<file path="config.mk">
export PLATFORM = sky130hd
export DESIGN_NAME = audio_descriptor_dma_channel
export DESIGN_NICKNAME = d
export VERILOG_FILES = /design/src/inc/dma_chan_pkg.sv /design/src/logic/audio_descriptor_dma_channel.sv /design/src/logic/reg_io_port.sv /design/src/logic/sample_fifo.sv
export SDC_FILE = /design/constraint.sdc
export NUM_CORES = 1
export LEC_CHECK = 0
export BUFFER_PORTS_ARGS = -buffer_cell sky130_fd_sc_hd__buf_4
export CORE_MARGIN = 1
export CORE_UTILIZATION = 50
export DETAILED_ROUTE_END_ITERATION = 8
export GPL_ROUTABILITY_DRIVEN = 0
export PLACE_DENSITY = 0.78
export SLEW_MARGIN = 20
export SYNTH_ARGS = -nofsm -noshare
export SYNTH_HDL_FRONTEND = slang
export SYNTH_SLANG_ARGS = --single-unit
export TNS_END_PERCENT = 5
</file>
<file path="constraint.sdc">
create_clock -name mclk -period 5.3 [get_ports mclk]
set_input_delay 0.795 -clock mclk [delete_from_list [all_inputs] [get_ports mclk]]
set_output_delay 0.795 -clock mclk [all_outputs]
set_load 0.05 [all_outputs]
</file>
<file path="src/inc/dma_chan_pkg.sv">
// Behaviour
// - base address bits 2:0 always read zero
// - descriptors are 8 bytes, 32 per ring
// - current index counts descriptors, wraps 31 to 0
// - dword read at 04h returns three registers
// - status bits 4:2 clear by writing one
// - input overrun sets fault, drops sample
// - output underrun sets fault, repeats last sample
// - fault flagged only while buffers remain
// - buffer done flag when notify bit set
// - final buffer flag sticky, drives interrupt
// - at-final state set, cleared by index write
// - halted reads one when idle or finished
// - each channel instance has own registers
// - final buffer enable gates its interrupt
// - fault enable gates fault interrupt
// - run cleared blocks new bus requests; a finished buffer still steps the index
`default_nettype none
package dma_chan_pkg;
    // =====================================================
    // register byte offsets within one channel
    localparam logic [3:0] OFS_LIST_BASE = 4'h0;
    localparam logic [3:0] OFS_INDEX = 4'h4;
    localparam logic [3:0] OFS_POSITION = 4'h8;
    localparam int BYTE_LAST_VALID = 5;
    localparam int BYTE_STATUS = 6;
    localparam int BYTE_CONTROL = 11;
    // =====================================================
    // status bit positions and reset value
    localparam int ST_FIFO_FAULT = 4;
    localparam int ST_BUF_DONE = 3;
    localparam int ST_FINAL_EVT = 2;
    localparam int ST_AT_FINAL = 1;
    localparam int ST_HALTED = 0;
    localparam logic [15:0] STATUS_RESET = 16'h0001;
    // =====================================================
    // control bit positions
    localparam int CR_RUN = 0;
    localparam int CR_RESET_REGS = 1;
    localparam int CR_FINAL_IE = 2;
    localparam int CR_FAULT_IE = 3;
    localparam int CR_DONE_IE = 4;
    // =====================================================
    // descriptor layout
    localparam int DESC_BYTES = 8;
    localparam int DESC_ENTRIES = 32;
    localparam int DESC_ADDR_LSB = 3;
    localparam logic [31:0] DESC_CTL_OFS = 32'h0000_0004;
    localparam int DESC_NOTIFY_BIT = 31;
    localparam logic [15:0] SAMPLES_PER_WORD = 16'h0002;
    localparam logic [31:0] WORD_BYTES = 32'h0000_0004;
    // =====================================================
    // engine states
    typedef enum logic [2:0] {
        ST_IDLE = 3'b000,
        ST_DESC_ADDR = 3'b001,
        ST_DESC_CTL = 3'b010,
        ST_XFER = 3'b011,
        ST_NEXT = 3'b100
    } engine_e;
endpackage : dma_chan_pkg
`default_nettype wire

</file>
<file path="src/logic/audio_descriptor_dma_channel.sv">
`timescale 1ns/100ps
`default_nettype none
module audio_descriptor_dma_channel #(
    parameter bit IS_INPUT = 1'b0,
    parameter int FIFO_DEPTH = 16
) (
    input wire logic mclk,
    input wire logic srst,
    input wire logic [3:0] ioAddr,
    input wire logic [3:0] ioByteEn,
    input wire logic ioWrite,
    input wire logic ioRead,
    input wire logic [31:0] ioWdata,
    output logic [31:0] ioRdata,
    output logic ioRvalid,
    output logic memReq,
    output logic memWrite,
    output logic [31:0] memAddr,
    output logic [31:0] memWdata,
    input wire logic memAck,
    input wire logic [31:0] memRdata,
    input wire logic linkReq,
    input wire logic linkValid,
    input wire logic [31:0] linkData,
    output logic [31:0] linkSample,
    output logic linkSampleValid,
    output logic chanIrq
);
    import dma_chan_pkg::*;

    // =====================================================
    // channel state
    engine_e st_q;
    logic [31:DESC_ADDR_LSB] base_q;
    logic [4:0] civ_q;
    logic [4:0] lvi_q;
    logic [15:0] picb_q;
    logic [31:0] bufAddr_q;
    logic notify_q;
    logic advance_q;
    logic run_q;
    logic finalIe_q;
    logic faultIe_q;
    logic doneIe_q;
    logic fifoFault_q;
    logic bufDone_q;
    logic finalEvt_q;
    logic atFinal_q;
    logic halted_q;
    logic memReq_q;
    logic memWrite_q;
    logic [31:0] memAddr_q;
    logic [31:0] memWdata_q;
    logic [31:0] linkSample_q;
    logic linkSampleValid_q;
    logic chanIrq_q;
    logic [11:0] wrByte;
    logic chanClear;
    logic isLast;
    logic [31:0] descAddr;
    logic engIssue;
    logic enginePush;
    logic enginePop;
    logic linkPop;
    logic buffersRemain;
    logic evtFault;
    logic evtBufDone;
    logic evtFinal;
    logic evtAtFinal;
    logic fifoInValid;
    logic fifoInReady;
    logic [31:0] fifoInData;
    logic fifoOutValid;
    logic fifoOutReady;
    logic [31:0] fifoOutData;
    logic [15:0] statusWord;
    logic [7:0] ctrlByte;
    logic [4:0] pivNow;

    // =====================================================
    // register port
    // one register set per instance
    reg_io_port uRegs (
        .mclk(mclk),
        .srst(srst),
        .ioAddr(ioAddr),
        .ioByteEn(ioByteEn),
        .ioWrite(ioWrite),
        .ioRead(ioRead),
        .dword0({base_q, 3'b000}),
        .dword1({statusWord, 3'b000, lvi_q, 3'b000, civ_q}),
        .dword2({ctrlByte, 3'b000, pivNow, picb_q}),
        .wrByte(wrByte),
        .ioRdata(ioRdata),
        .ioRvalid(ioRvalid)
    );

    // read views of status and control
    assign statusWord = {11'h000, fifoFault_q, bufDone_q, finalEvt_q, atFinal_q, halted_q};
    assign ctrlByte = {3'b000, doneIe_q, faultIe_q, finalIe_q, 1'b0, run_q};
    assign pivNow = civ_q + 5'h01;
    // reset-registers write acts like a reset for everything but run, the enables and the irq flop
    assign chanClear = srst | (wrByte[BYTE_CONTROL] & ioWdata[24 + CR_RESET_REGS]);

    // =====================================================
    // control byte; enables survive reset-registers
    always_ff @(posedge mclk) begin
        if (srst) begin
            finalIe_q <= 1'b0;
            faultIe_q <= 1'b0;
            doneIe_q <= 1'b0;
        end else if (wrByte[BYTE_CONTROL]) begin
            finalIe_q <= ioWdata[24 + CR_FINAL_IE];
            faultIe_q <= ioWdata[24 + CR_FAULT_IE];
            doneIe_q <= ioWdata[24 + CR_DONE_IE];
        end
    end

    // run control
    always_ff @(posedge mclk) begin
        if (srst) begin
            run_q <= 1'b0;
        end else if (wrByte[BYTE_CONTROL]) begin
            run_q <= ioWdata[24 + CR_RUN];
        end
    end

    // base and last valid index
    always_ff @(posedge mclk) begin
        if (chanClear) begin
            base_q <= '0;
            lvi_q <= 5'h00;
        end else begin
            if (wrByte[0]) base_q[7:3] <= ioWdata[7:3];
            if (wrByte[1]) base_q[15:8] <= ioWdata[15:8];
            if (wrByte[2]) base_q[23:16] <= ioWdata[23:16];
            if (wrByte[3]) base_q[31:24] <= ioWdata[31:24];
            if (wrByte[BYTE_LAST_VALID]) lvi_q <= ioWdata[12:8];
        end
    end

    // =====================================================
    // engine decode
    assign isLast = (civ_q == lvi_q);
    assign descAddr = {base_q, 3'b000} + {24'h000000, civ_q, 3'b000};
    assign engIssue = run_q & ~memReq_q;
    assign enginePush = (st_q == ST_XFER) & memAck & ~memWrite_q;
    assign enginePop = (st_q == ST_XFER) & memAck & memWrite_q;
    assign buffersRemain = (st_q != ST_IDLE);

    // descriptor walk and bus-master requests
    always_ff @(posedge mclk) begin
        if (chanClear) begin
            st_q <= ST_IDLE;
            civ_q <= 5'h00;
            picb_q <= 16'h0000;
            bufAddr_q <= 32'h0000_0000;
            notify_q <= 1'b0;
            advance_q <= 1'b0;
            memReq_q <= 1'b0;
            memWrite_q <= 1'b0;
            memAddr_q <= 32'h0000_0000;
            memWdata_q <= 32'h0000_0000;
        end else begin
            if (memAck) memReq_q <= 1'b0;
            case (st_q)
                ST_IDLE: begin
                    // wait for run and a new index
                    if (run_q && !atFinal_q && !memReq_q) begin
                        if (advance_q) civ_q <= civ_q + 5'h01;
                        advance_q <= 1'b0;
                        st_q <= ST_DESC_ADDR;
                    end
                end
                ST_DESC_ADDR: begin
                    if (engIssue) begin
                        memReq_q <= 1'b1;
                        memWrite_q <= 1'b0;
                        memAddr_q <= descAddr;
                    end
                    if (memAck) begin
                        bufAddr_q <= memRdata;
                        st_q <= ST_DESC_CTL;
                    end
                end
                ST_DESC_CTL: begin
                    if (engIssue) begin
                        memReq_q <= 1'b1;
                        memAddr_q <= descAddr + DESC_CTL_OFS;
                    end
                    if (memAck) begin
                        picb_q <= memRdata[15:0];
                        notify_q <= memRdata[DESC_NOTIFY_BIT];
                        st_q <= ST_XFER;
                    end
                end
                ST_XFER: begin
                    if (picb_q == 16'h0000 && !memReq_q) begin
                        st_q <= ST_NEXT;
                    end else if (picb_q != 16'h0000 && engIssue) begin
                        if (!IS_INPUT && fifoInReady) begin
                            memReq_q <= 1'b1;
                            memWrite_q <= 1'b0;
                            memAddr_q <= bufAddr_q;
                        end else if (IS_INPUT && fifoOutValid) begin
                            memReq_q <= 1'b1;
                            memWrite_q <= 1'b1;
                            memAddr_q <= bufAddr_q;
                            memWdata_q <= fifoOutData;
                        end
                    end
                    if (memAck) begin
                        bufAddr_q <= bufAddr_q + WORD_BYTES;
                        picb_q <= (picb_q > SAMPLES_PER_WORD) ? picb_q - SAMPLES_PER_WORD
                                                               : 16'h0000;
                    end
                end
                ST_NEXT: begin
                    if (isLast) begin
                        advance_q <= 1'b1;
                        st_q <= ST_IDLE;
                    end else begin
                        civ_q <= civ_q + 5'h01;
                        st_q <= ST_DESC_ADDR;
                    end
                end
                default: begin
                    st_q <= ST_IDLE;
                end
            endcase
        end
    end

    // =====================================================
    // status events
    assign evtBufDone = (st_q == ST_NEXT) & notify_q;
    assign evtAtFinal = (st_q == ST_NEXT) & isLast;
    // output flags at fetch, input after write-back
    assign evtFinal = IS_INPUT ? evtAtFinal : ((st_q == ST_DESC_CTL) & memAck & isLast);
    // faults count only while buffers remain
    assign evtFault = buffersRemain & (IS_INPUT ? (linkValid & ~fifoInReady)
                                                : (linkReq & ~fifoOutValid));

    // sticky flags; set wins over a clearing write
    always_ff @(posedge mclk) begin
        if (chanClear) begin
            fifoFault_q <= 1'b0;
            bufDone_q <= 1'b0;
            finalEvt_q <= 1'b0;
        end else begin
            fifoFault_q <= evtFault |
                (fifoFault_q & ~(wrByte[BYTE_STATUS] & ioWdata[16 + ST_FIFO_FAULT]));
            bufDone_q <= evtBufDone |
                (bufDone_q & ~(wrByte[BYTE_STATUS] & ioWdata[16 + ST_BUF_DONE]));
            finalEvt_q <= evtFinal |
                (finalEvt_q & ~(wrByte[BYTE_STATUS] & ioWdata[16 + ST_FINAL_EVT]));
        end
    end

    // at-final state and halted state
    always_ff @(posedge mclk) begin
        if (chanClear) begin
            atFinal_q <= 1'b0;
            halted_q <= STATUS_RESET[ST_HALTED];
        end else begin
            // held until a new last index is written
            atFinal_q <= evtAtFinal | (atFinal_q & ~wrByte[BYTE_LAST_VALID]);
            halted_q <= (st_q == ST_IDLE) | (~run_q & ~memReq_q);
        end
    end

    always_ff @(posedge mclk) begin
        if (srst) begin
            chanIrq_q <= 1'b0;
        end else begin
            chanIrq_q <= (finalEvt_q & finalIe_q) | (fifoFault_q & faultIe_q)
                       | (bufDone_q & doneIe_q);
        end
    end

    // =====================================================
    // fifo between bus master and link
    assign linkPop = ~IS_INPUT & linkReq & fifoOutValid;
    assign fifoInValid = IS_INPUT ? linkValid : enginePush;
    assign fifoInData = IS_INPUT ? linkData : memRdata;
    assign fifoOutReady = IS_INPUT ? enginePop : linkPop;

    // full fifo drops the link sample
    sample_fifo #(
        .WIDTH(32),
        .DEPTH(FIFO_DEPTH)
    ) uFifo (
        .mclk(mclk),
        .srst(chanClear),
        .inValid(fifoInValid),
        .inReady(fifoInReady),
        .inData(fifoInData),
        .outValid(fifoOutValid),
        .outReady(fifoOutReady),
        .outData(fifoOutData)
    );

    // link side sample delivery
    always_ff @(posedge mclk) begin
        if (chanClear) begin
            linkSample_q <= 32'h0000_0000;
            linkSampleValid_q <= 1'b0;
        end else begin
            linkSampleValid_q <= ~IS_INPUT & linkReq;
            if (linkPop) linkSample_q <= fifoOutData;
        end
    end

    // =====================================================
    // outputs
    assign memReq = memReq_q;
    assign memWrite = memWrite_q;
    assign memAddr = memAddr_q;
    assign memWdata = memWdata_q;
    assign linkSample = linkSample_q;
    assign linkSampleValid = linkSampleValid_q;
    assign chanIrq = chanIrq_q;
endmodule : audio_descriptor_dma_channel
`default_nettype wire

</file>
<file path="src/logic/reg_io_port.sv">
`timescale 1ns/100ps
`default_nettype none
module reg_io_port (
    input wire logic mclk,
    input wire logic srst,
    input wire logic [3:0] ioAddr,
    input wire logic [3:0] ioByteEn,
    input wire logic ioWrite,
    input wire logic ioRead,
    input wire logic [31:0] dword0,
    input wire logic [31:0] dword1,
    input wire logic [31:0] dword2,
    output logic [11:0] wrByte,
    output logic [31:0] ioRdata,
    output logic ioRvalid
);
    import dma_chan_pkg::*;

    // =====================================================
    // byte enables to a 32-bit lane mask
    function automatic logic [31:0] laneMask(input logic [3:0] be);
        laneMask = {{8{be[3]}}, {8{be[2]}}, {8{be[1]}}, {8{be[0]}}};
    endfunction : laneMask

    // per-byte write strobes, four per dword
    genvar g;
    generate
        for (g = 0; g < 12; g++) begin : gStrobe
            assign wrByte[g] = ioWrite & ioByteEn[g%4] & (ioAddr[3:2] == 2'(g/4));
        end
    endgenerate

    always_ff @(posedge mclk) begin
        if (srst) begin
            ioRdata <= 32'h0000_0000;
            ioRvalid <= 1'b0;
        end else begin
            ioRvalid <= ioRead;
            if (ioRead) begin
                if (ioAddr[3:2] == OFS_LIST_BASE[3:2]) begin
                    ioRdata <= dword0 & laneMask(ioByteEn);
                end else if (ioAddr[3:2] == OFS_INDEX[3:2]) begin
                    ioRdata <= dword1 & laneMask(ioByteEn);
                end else if (ioAddr[3:2] == OFS_POSITION[3:2]) begin
                    ioRdata <= dword2 & laneMask(ioByteEn);
                end else begin
                    ioRdata <= 32'h0000_0000;
                end
            end
        end
    end
endmodule : reg_io_port
`default_nettype wire

</file>
<file path="src/logic/sample_fifo.sv">
`timescale 1ns/100ps
`default_nettype none
module sample_fifo #(
    parameter int WIDTH = 32,
    parameter int DEPTH = 16
) (
    input wire logic mclk,
    input wire logic srst,
    input wire logic inValid,
    output logic inReady,
    input wire logic [WIDTH-1:0] inData,
    output logic outValid,
    input wire logic outReady,
    output logic [WIDTH-1:0] outData
);
    localparam int AW = $clog2(DEPTH);
    logic [WIDTH-1:0] mem_q [DEPTH];
    logic [AW-1:0] wrPtr_q;
    logic [AW-1:0] rdPtr_q;
    logic [AW:0] count_q;
    logic push;
    logic pop;

    // =====================================================
    // handshakes; a full fifo leaves the write pointer untouched
    assign inReady = (count_q != (AW+1)'(DEPTH));
    assign outValid = (count_q != '0);
    assign outData = mem_q[rdPtr_q];
    assign push = inValid & inReady;
    assign pop = outValid & outReady;

    // storage write
    always_ff @(posedge mclk) begin
        if (push) begin
            mem_q[wrPtr_q] <= inData;
        end
    end

    // pointers and fill count
    always_ff @(posedge mclk) begin
        if (srst) begin
            wrPtr_q <= '0;
            rdPtr_q <= '0;
            count_q <= '0;
        end else begin
            if (push) begin
                wrPtr_q <= (wrPtr_q == AW'(DEPTH-1)) ? '0 : wrPtr_q + 1'b1;
            end
            if (pop) begin
                rdPtr_q <= (rdPtr_q == AW'(DEPTH-1)) ? '0 : rdPtr_q + 1'b1;
            end
            count_q <= count_q + (AW+1)'(push) - (AW+1)'(pop);
        end
    end
endmodule : sample_fifo
`default_nettype wire

</file>
==> run_results.csv, run 1 <==
group,metric,value,unit
layout,filler_cell_count,4380,
power_and_ir_drop,total_power_divided_by_cell_area,400.9,nW/um^2
grt,grt_usage,26.11,%
setup_path,setup.worst_path.start_class,"register",
run,max_cap_violations,0,
drt,dr.pass1.iters,7,
power_and_ir_drop,vdd_drop_max,0.2285,mV
yosys,ys.flop_type,"sky130_fd_sc_hd__edfxtp_1",
floorplan,die_height,246.8,um
drt,drc,16,
floorplan,boundaryPins,244,
sta,max-slew-margin-rel,22.15,%
cts,tritoncts_clock_tree,"yes",
floorplan,horizontal_extent_of_the_die,246.8,um
yosys,synth_cells,2091,
drt,vias,19280,
yosys,async_flop_share,0,%
yosys,synth.top_cell.area_share,51.30,%
status,failed_checks,"DRC",
layout,design.final.nets,2374,
setup_path,worst_ep_required_time,5600,ps
yosys,synth_enable_flop_cells,512,
drt,antenna_violation_net_count_after_detailed_routing,0,
yosys,post-synth-top-area-cell,"sky130_fd_sc_hd__edfxtp_1",
layout,final_cell_count_without_fillers,3075,
cts,ctsHtreeMaxLevel,3,
setup_path,cp.arrival,4300,ps
yosys,number_of_synthesized_register_bits,726,
setup_path,critical_path.max_fanout,22,
yosys,synth-seq-area-share,65.59,%
layout,flow.area_growth_from_synthesis,14.46,%
sta,period_share,75.60,%
yosys,ys_warn_count,0,
status,run_status,"complete, but fails checks",
cts,post_cts_hold_buffer_count,0,
cts,clkSlewWorstSetupHoldPaths,60,ps
sta,timing.clock.skew,29.05,ps
sta,finalSetupViolCount,0,
yosys,cell_area_after_technology_mapping,29970,um^2
floorplan,initial_core_util,50.69,%
layout,final_layout_size_suffix_gt1_share,22.31,%
drt,route.final.wire_length,78290,um
grt,globalRoute.totalOverflow,0,
sta,period_needed,4007,ps
floorplan,design.die.area,60930,um^2
sta,slew_viols_final,0,
cts,ctsLongestPathBuffers,3,
drt,route.detailed.wl_per_inst,25.46,um
sta,report.final.hold_viol_count,0,
yosys,post_synth_num_cell_types,78,
sta,max_freq,249.6,MHz
cts,cts.repair_timing.setup_buffer_count,0,
yosys,netlist_top_cells_area,"sky130_fd_sc_hd__edfxtp_1 (51%), sky130_fd_sc_hd__dfxtp_1 (14%), sky130_fd_sc_hd__mux4_2 (12%), sky130_fd_sc_hd__nand2_1 (3.0%), sky130_fd_sc_hd__a21oi_1 (2.6%)",
grt,initial_antenna_violation_count,3,
sta,worst_pin_slew,1168,ps
setup_path,crit_path_end_kind,"register",
floorplan,rows,89,
grt,pin_count_of_the_biggest_net_entering_global_routing,76,
cts,clock_sinks,726,
setup_path,worstSetupPathType,"register to register",
place,dp_wirelength,47170,um
min_path,min-delay-path-class,"input port to register",
place,dpl.cell_count,2940,
power_and_ir_drop,p_leak,11.29,nW
floorplan,coreArea,59130,um^2
drt,dr.first_iter.drc_count,2098,
cts,clockRootBuffer,"sky130_fd_sc_hd__clkbuf_16",
sta,fin_tns_setup,0,ps
grt,grt_pass1_wl,118400,um
cts,ctsResizeCount,0,
grt,first_global_vias,19240,
cts,numCtsBuffers,72,
sta,unrepaired_setup_endpoints_after_global_routing,"no",
yosys,syn-mean-instance-area,14.33,um^2
place,buffer_ports.inserted,172,
cts,insertion_delay,630,ps
drt,routed_via_density,6.271,
-- where the power goes --
group	switching, mW	leakage, nW	internal, mW
sequential	0.251	6.34	6.22
combinational	1.31	3.84	0.952
clock	2.20	1.12	2.82
-- registers in the layout, indices dropped and copies added, names as in the netlist, 3 cells and up --
| name | count |
|---|---|
| lvi_q | 5 |
| uFifo.rdPtr_q | 4 |
| uRegs.ioRdata | 32 |
| bufAddr_q | 32 |
| linkSample | 32 |
| uFifo.count_q | 5 |
| base_q | 29 |
| uFifo.wrPtr_q | 4 |
| civ_q | 5 |
| st_q | 3 |
| uFifo.mem_q | 512 |
| memAddr | 32 |
| picb_q | 16 |
-- logic make-up (layout without fill, tap and decap cells) --
logic type / after synthesis / after routing / share of synthesized area [%]
DFF: 726 / 726 / 65.59
and+or+nand+nor: 539 / 539 / 8.249
AOI/OAI and AO/OA: 375 / 375 / 7.773
muxes: 196 / 196 / 13.25
buffers and inverters: 191 / 367 / 2.976
xor gates and xnor gates: 42 / 42 / 1.227
adders and majority gates: 21 / 21 / 0.9267
other: 1 / 36 / 0.01251
-- path summary, 6_finish.rpt --
kind | from | to | slack, ps | cells after the start
hold reg to reg | linkSample[3] | linkSample[3] | 450 | 2
hold / removal | ioWdata[7] | base_q[7] | 410 | 3
setup / recovery | st_q[1] | uFifo.mem_q[12][2] | 1290 | 6
setup reg to reg | st_q[1] | uFifo.mem_q[12][2] | 1290 | 6
-- routing by layer --
metal	vias to the layer above	GRT usage, %	share of wire [%]
met5	-	0	0
met1	9666	34.20	38
met4	0	8.860	2.7
met2	1149	43.76	50
met3	156	4.906	9.3
li1	8312	-	-
-- critical path: stages (launching register included) --
cell and delay (ps):
sky130_fd_sc_hd__dfxtp_1 920, sky130_fd_sc_hd__nor2b_1 420, sky130_fd_sc_hd__nand2_2 120, sky130_fd_sc_hd__nor3_2 500, sky130_fd_sc_hd__nand2_1 400, sky130_fd_sc_hd__nor2_4 920
sky130_fd_sc_hd__buf_4 400
-- cell type report --
cell class              count  area, um^2  share of cell area [%]
well taps                 773       967.2                   2.819
diodes                      3       7.507                 0.02188
multi-input cells        1206        9679                   28.21
clock buffers             103        2013                   5.868
flip-flops and latches    726       19670                   57.33
clock inverters            28       276.5                  0.8060
inverters                  26       97.59                  0.2845
repair buffers            210        1597                   4.654
-- metrics by stage --
stage               hold slack (ps)  setup WS (ps)  util [%]  power [mW]  cell area [um^2]
detailed placement            445.1           1403     54.08       8.801             31980
finish                        414.3           1293     58.02       13.75             34310
floorplan                     436.6           1124         -       8.184             30090
CTS                           393.8           1349     57.95       13.79             34270
global placement              438.5           1588     54.08       8.737             31980
global route                  427.0           1154     58.02       14.20             34310
-- cell usage in the layout, fill, tap and decap left out, drive strengths merged, types with 12 or more instances in the layout --
| master | count |
|---|---|
| nand3 | 51 |
| mux2i | 31 |
| a211oi | 12 |
| dfxtp | 214 |
| nand4 | 16 |
| nor2 | 123 |
| xor2 | 13 |
| a21oi | 158 |
| nor3 | 27 |
| a22oi | 22 |
| and3 | 22 |
| mux4 | 160 |
| xnor2 | 29 |
| o21ai | 68 |
| inv | 30 |
| nand2 | 237 |
| a32oi | 17 |
| clkinv | 19 |
| nor4 | 12 |
| o22ai | 13 |
| clkbuf | 103 |
| edfxtp | 512 |
| ha | 19 |
| conb | 33 |
| buf | 210 |
-- Yosys cell counts, types with 8 or more instances --
| cell type | n |
|---|---|
| sky130_fd_sc_hd__a211o_1 | 9 |
| sky130_fd_sc_hd__a211oi_1 | 11 |
| sky130_fd_sc_hd__a21oi_1 | 158 |
| sky130_fd_sc_hd__a22o_1 | 8 |
| sky130_fd_sc_hd__a22oi_1 | 22 |
| sky130_fd_sc_hd__a31oi_1 | 10 |
| sky130_fd_sc_hd__a32oi_1 | 17 |
| sky130_fd_sc_hd__and3_1 | 22 |
| sky130_fd_sc_hd__and4_1 | 10 |
| sky130_fd_sc_hd__buf_1 | 27 |
| sky130_fd_sc_hd__buf_2 | 18 |
| sky130_fd_sc_hd__buf_4 | 33 |
| sky130_fd_sc_hd__clkbuf_1 | 83 |
| sky130_fd_sc_hd__dfxtp_1 | 214 |
| sky130_fd_sc_hd__edfxtp_1 | 512 |
| sky130_fd_sc_hd__ha_1 | 19 |
| sky130_fd_sc_hd__inv_1 | 25 |
| sky130_fd_sc_hd__mux2i_1 | 31 |
| sky130_fd_sc_hd__mux4_2 | 160 |
| sky130_fd_sc_hd__nand2_1 | 236 |
| sky130_fd_sc_hd__nand3_1 | 48 |
| sky130_fd_sc_hd__nand4_1 | 16 |
| sky130_fd_sc_hd__nor2_1 | 123 |
| sky130_fd_sc_hd__nor3_1 | 26 |
| sky130_fd_sc_hd__nor4_1 | 11 |
| sky130_fd_sc_hd__o21ai_0 | 65 |
| sky130_fd_sc_hd__o22ai_1 | 13 |
| sky130_fd_sc_hd__xnor2_1 | 29 |
| sky130_fd_sc_hd__xor2_1 | 13 |
(Power assumes the default switching activity.)
==> run 2: changes to the inputs <==
==> constraint.sdc (replaced) <==
create_clock -name mclk -period 3.8 [get_ports mclk]
set_input_delay 0.57 -clock mclk [delete_from_list [all_inputs] [get_ports mclk]]
set_output_delay 0.57 -clock mclk [all_outputs]
set_load 0.05 [all_outputs]
==> run 2 against run 1 <==
Effect of this change:
- the run still ends with DRC left
- die area stayed put
- largest cell class unchanged
- final area is 0.94% higher
- clock power is 41% higher
- sequential power is 39% higher
- largest power group unchanged
- critical endpoint is now uFifo.mem_q[7][0]
==> run_results.csv, run 2 (synthesis gave the netlist of run 1 again) <==
group,metric,value,unit
drt,routed_via_density,6.207,
sta,period_needed,3240,ps
setup_path,cpMaxStageDelayCell,"sky130_fd_sc_hd__nor2_4",
layout,largest_register_ff_count,512,
power_and_ir_drop,power.internal,14.07,mW
sta,unrepaired_setup_endpoints_after_global_routing,"no",
cts,ctsResizeCount,0,
power_and_ir_drop,share_comb_of_total_power,16.8,%
sta,worst_pin_slew,1014,ps
setup_path,worst_ep_required_time,4110,ps
layout,top_register,"uFifo.mem_q",
setup_path,worst-r2r-setup-slack,560,ps
setup_path,reg2reg_depth,6,
sta,timing.clock.skew,23.04,ps
power_and_ir_drop,power.sequential.fraction,46.6,%
power_and_ir_drop,netSwitchingFraction,27.20,%
cts,cts.repair_timing.setup_buffer_count,0,
floorplan,coreArea,59130,um^2
power_and_ir_drop,p_leak,11.42,nW
layout,filler_cell_count,4321,
power_and_ir_drop,p_total,19.32,mW
cts,insertion_delay,620,ps
layout,final_common_cell,"sky130_fd_sc_hd__edfxtp_1",
setup_path,critical_path.top_delay_family,"simple AND/OR/NAND/NOR gates",
cts,clockRootBuffer,"sky130_fd_sc_hd__clkbuf_16",
min_path,min-delay-path-class,"input port to register",
sta,max-slew-margin-rel,32.33,%
place,buffer_ports.inserted,172,
sta,max_freq,308.6,MHz
cts,ctsLongestPathBuffers,3,
cts,post_cts_hold_buffer_count,0,
setup_path,cp.arrival,3550,ps
setup_path,crit_path_end_kind,"register",
grt,grt_usage,25.75,%
setup_path,critical_path.max_fanout,18,
sta,slew_viols_final,0,
sta,period_share,85.27,%
layout,multi_input_comb_area,9682,um^2
setup_path,crit_chain,"nor2b_1 -> nand2_2 -> nor3_2 -> nand2_1 -> nor2_4 -> buf_12",
drt,dr.first_iter.drc_count,2039,
floorplan,boundaryPins,244,
min_path,min_delay_worst_endpoint,"lvi_q[0]",
layout,footprint_of_the_flip_flops_and_latches,19670,um^2
min_path,hold_path_depth,3,
cts,numCtsBuffers,73,
floorplan,design.die.area,60930,um^2
setup_path,regToRegEndpoint,"uFifo.mem_q[7][0]",
floorplan,horizontal_extent_of_the_die,246.8,um
power_and_ir_drop,vdd_drop_max,0.3652,mV
place,dp_wirelength,48200,um
drt,vias,19150,
sta,finalSetupViolCount,0,
sta,report.final.hold_viol_count,0,
drt,route.final.wire_length,77590,um
floorplan,die_height,246.8,um
place,pre_cts_slack,680.5,ps
sta,timing.final.ws_setup,559.8,ps
drt,antenna_violation_net_count_after_detailed_routing,0,
run,max_cap_violations,0,
grt,grt_pass1_wl,116500,um
place,place_area,32270,um^2
power_and_ir_drop,share_of_total_power_in_the_clock_network,36.6,%
setup_path,worstSetupPathType,"register to register",
cts,clkSlewWorstSetupHoldPaths,70,ps
setup_path,setup.worst_path.start_class,"register",
power_and_ir_drop,switchingPower,5.255,mW
cts,ctsHtreeMaxLevel,3,
layout,final_layout_size_suffix_gt1_share,22.79,%
grt,first_global_vias,19020,
grt,initial_antenna_violation_count,1,
setup_path,crit_buf_inv,1,
drt,dr.pass1.iters,7,
grt,globalRoute.totalOverflow,0,
floorplan,initial_core_util,50.69,%
status,failed_checks,"DRC",
floorplan,rows,89,
layout,design.final.nets,2384,
setup_path,timing.critical_path.slowest_cell_delay,640,ps
setup_path,timing.rr.start,"st_q[2]",
drt,drc,10,
min_path,holdCritStartpoint,"ioWdata[8]",
layout,stdcell_area,34630,um^2
drt,route.detailed.wl_per_inst,25.14,um
status,run_status,"complete, but fails checks",
setup_path,worst-path-stages,6,
layout,flow.area_growth_from_synthesis,15.53,%
power_and_ir_drop,total_power_divided_by_cell_area,558.0,nW/um^2
layout,layout.cells.most_common_list,"sky130_fd_sc_hd__edfxtp_1 (512), sky130_fd_sc_hd__nand2_1 (236), sky130_fd_sc_hd__dfxtp_1 (210)",
sta,worst_hold_slack_across_all_endpoints,211.9,ps
grt,pin_count_of_the_biggest_net_entering_global_routing,69,
cts,clock_sinks,726,
cts,tritoncts_clock_tree,"yes",
-- run 2: changes by cell type in the layout (fill, tap and decap cells not counted), moves of 2 or more --
cell	change
sky130_fd_sc_hd__buf_4	-7
sky130_fd_sc_hd__clkinv_2	+4
sky130_fd_sc_hd__clkbuf_8	+3
sky130_fd_sc_hd__clkinv_1	+5
sky130_fd_sc_hd__clkbuf_1	-7
sky130_fd_sc_hd__clkbuf_16	+2
sky130_fd_sc_hd__diode_2	-2
sky130_fd_sc_hd__buf_12	+17
-- run 2: power by group through the flow --
| stage | Clock (mW) | Combinational, mW | Sequential, mW |
|---|---|---|---|
| floorplan | 0 | 2.13 | 9.29 |
| global placement | 0 | 3.12 | 9.14 |
| detailed placement | 0 | 3.21 | 9.16 |
| CTS | 7.13 | 3.24 | 8.99 |
| global route | 7.44 | 3.48 | 9.03 |
| finish | 7.08 | 3.24 | 9.00 |
-- run 2: worst min-delay path, cell delays in order --
cell	delay [ps]
sky130_fd_sc_hd__buf_4	90
sky130_fd_sc_hd__mux2i_1	60
sky130_fd_sc_hd__nor2_1	70
-- run 2: metal layers --
metal  share of wire (%)  GRT usage (%)  up-vias
met5                   0              0        -
met4                 3.2          8.606        0
met3                 8.8          4.558      174
met2                  50          43.78     1069
met1                  38          33.41     9584
li1                    -              -     8327
-- run 2: through the flow --
step	util, %	std cells	setup TNS [ps]
2_1_floorplan	-	2123	-26050
3_3_place_gp	54.58	2950	0
3_5_place_dp	54.58	2950	0
4_1_cts	58.55	3085	0
5_1_grt	58.56	3086	0
6_report	58.56	3086	0
-- run 2: worst max-delay path by stage --
stage	from	to
after detailed placement	st_q[2]	uFifo.mem_q[7][26]
after floorplan	st_q[2]	uFifo.mem_q[0][0]
after global routing	st_q[2]	uFifo.mem_q[7][0]
final	st_q[2]	uFifo.mem_q[7][0]
after global placement	st_q[2]	uFifo.mem_q[7][26]
after CTS	st_q[2]	uFifo.mem_q[7][0]
-- run 2: area by class of cell --
| class | instances | share of cell area (%) |
|---|---|---|
| Sequential cell | 726 | 56.81 |
| Multi-Input combinational cell | 1206 | 27.96 |
| Clock buffer | 100 | 5.980 |
| Timing Repair Buffer | 219 | 5.362 |
| Tap cell | 773 | 2.793 |
| Clock inverter | 35 | 0.8094 |
| Inverter | 26 | 0.2818 |
| Antenna cell | 1 | 0.007226 |
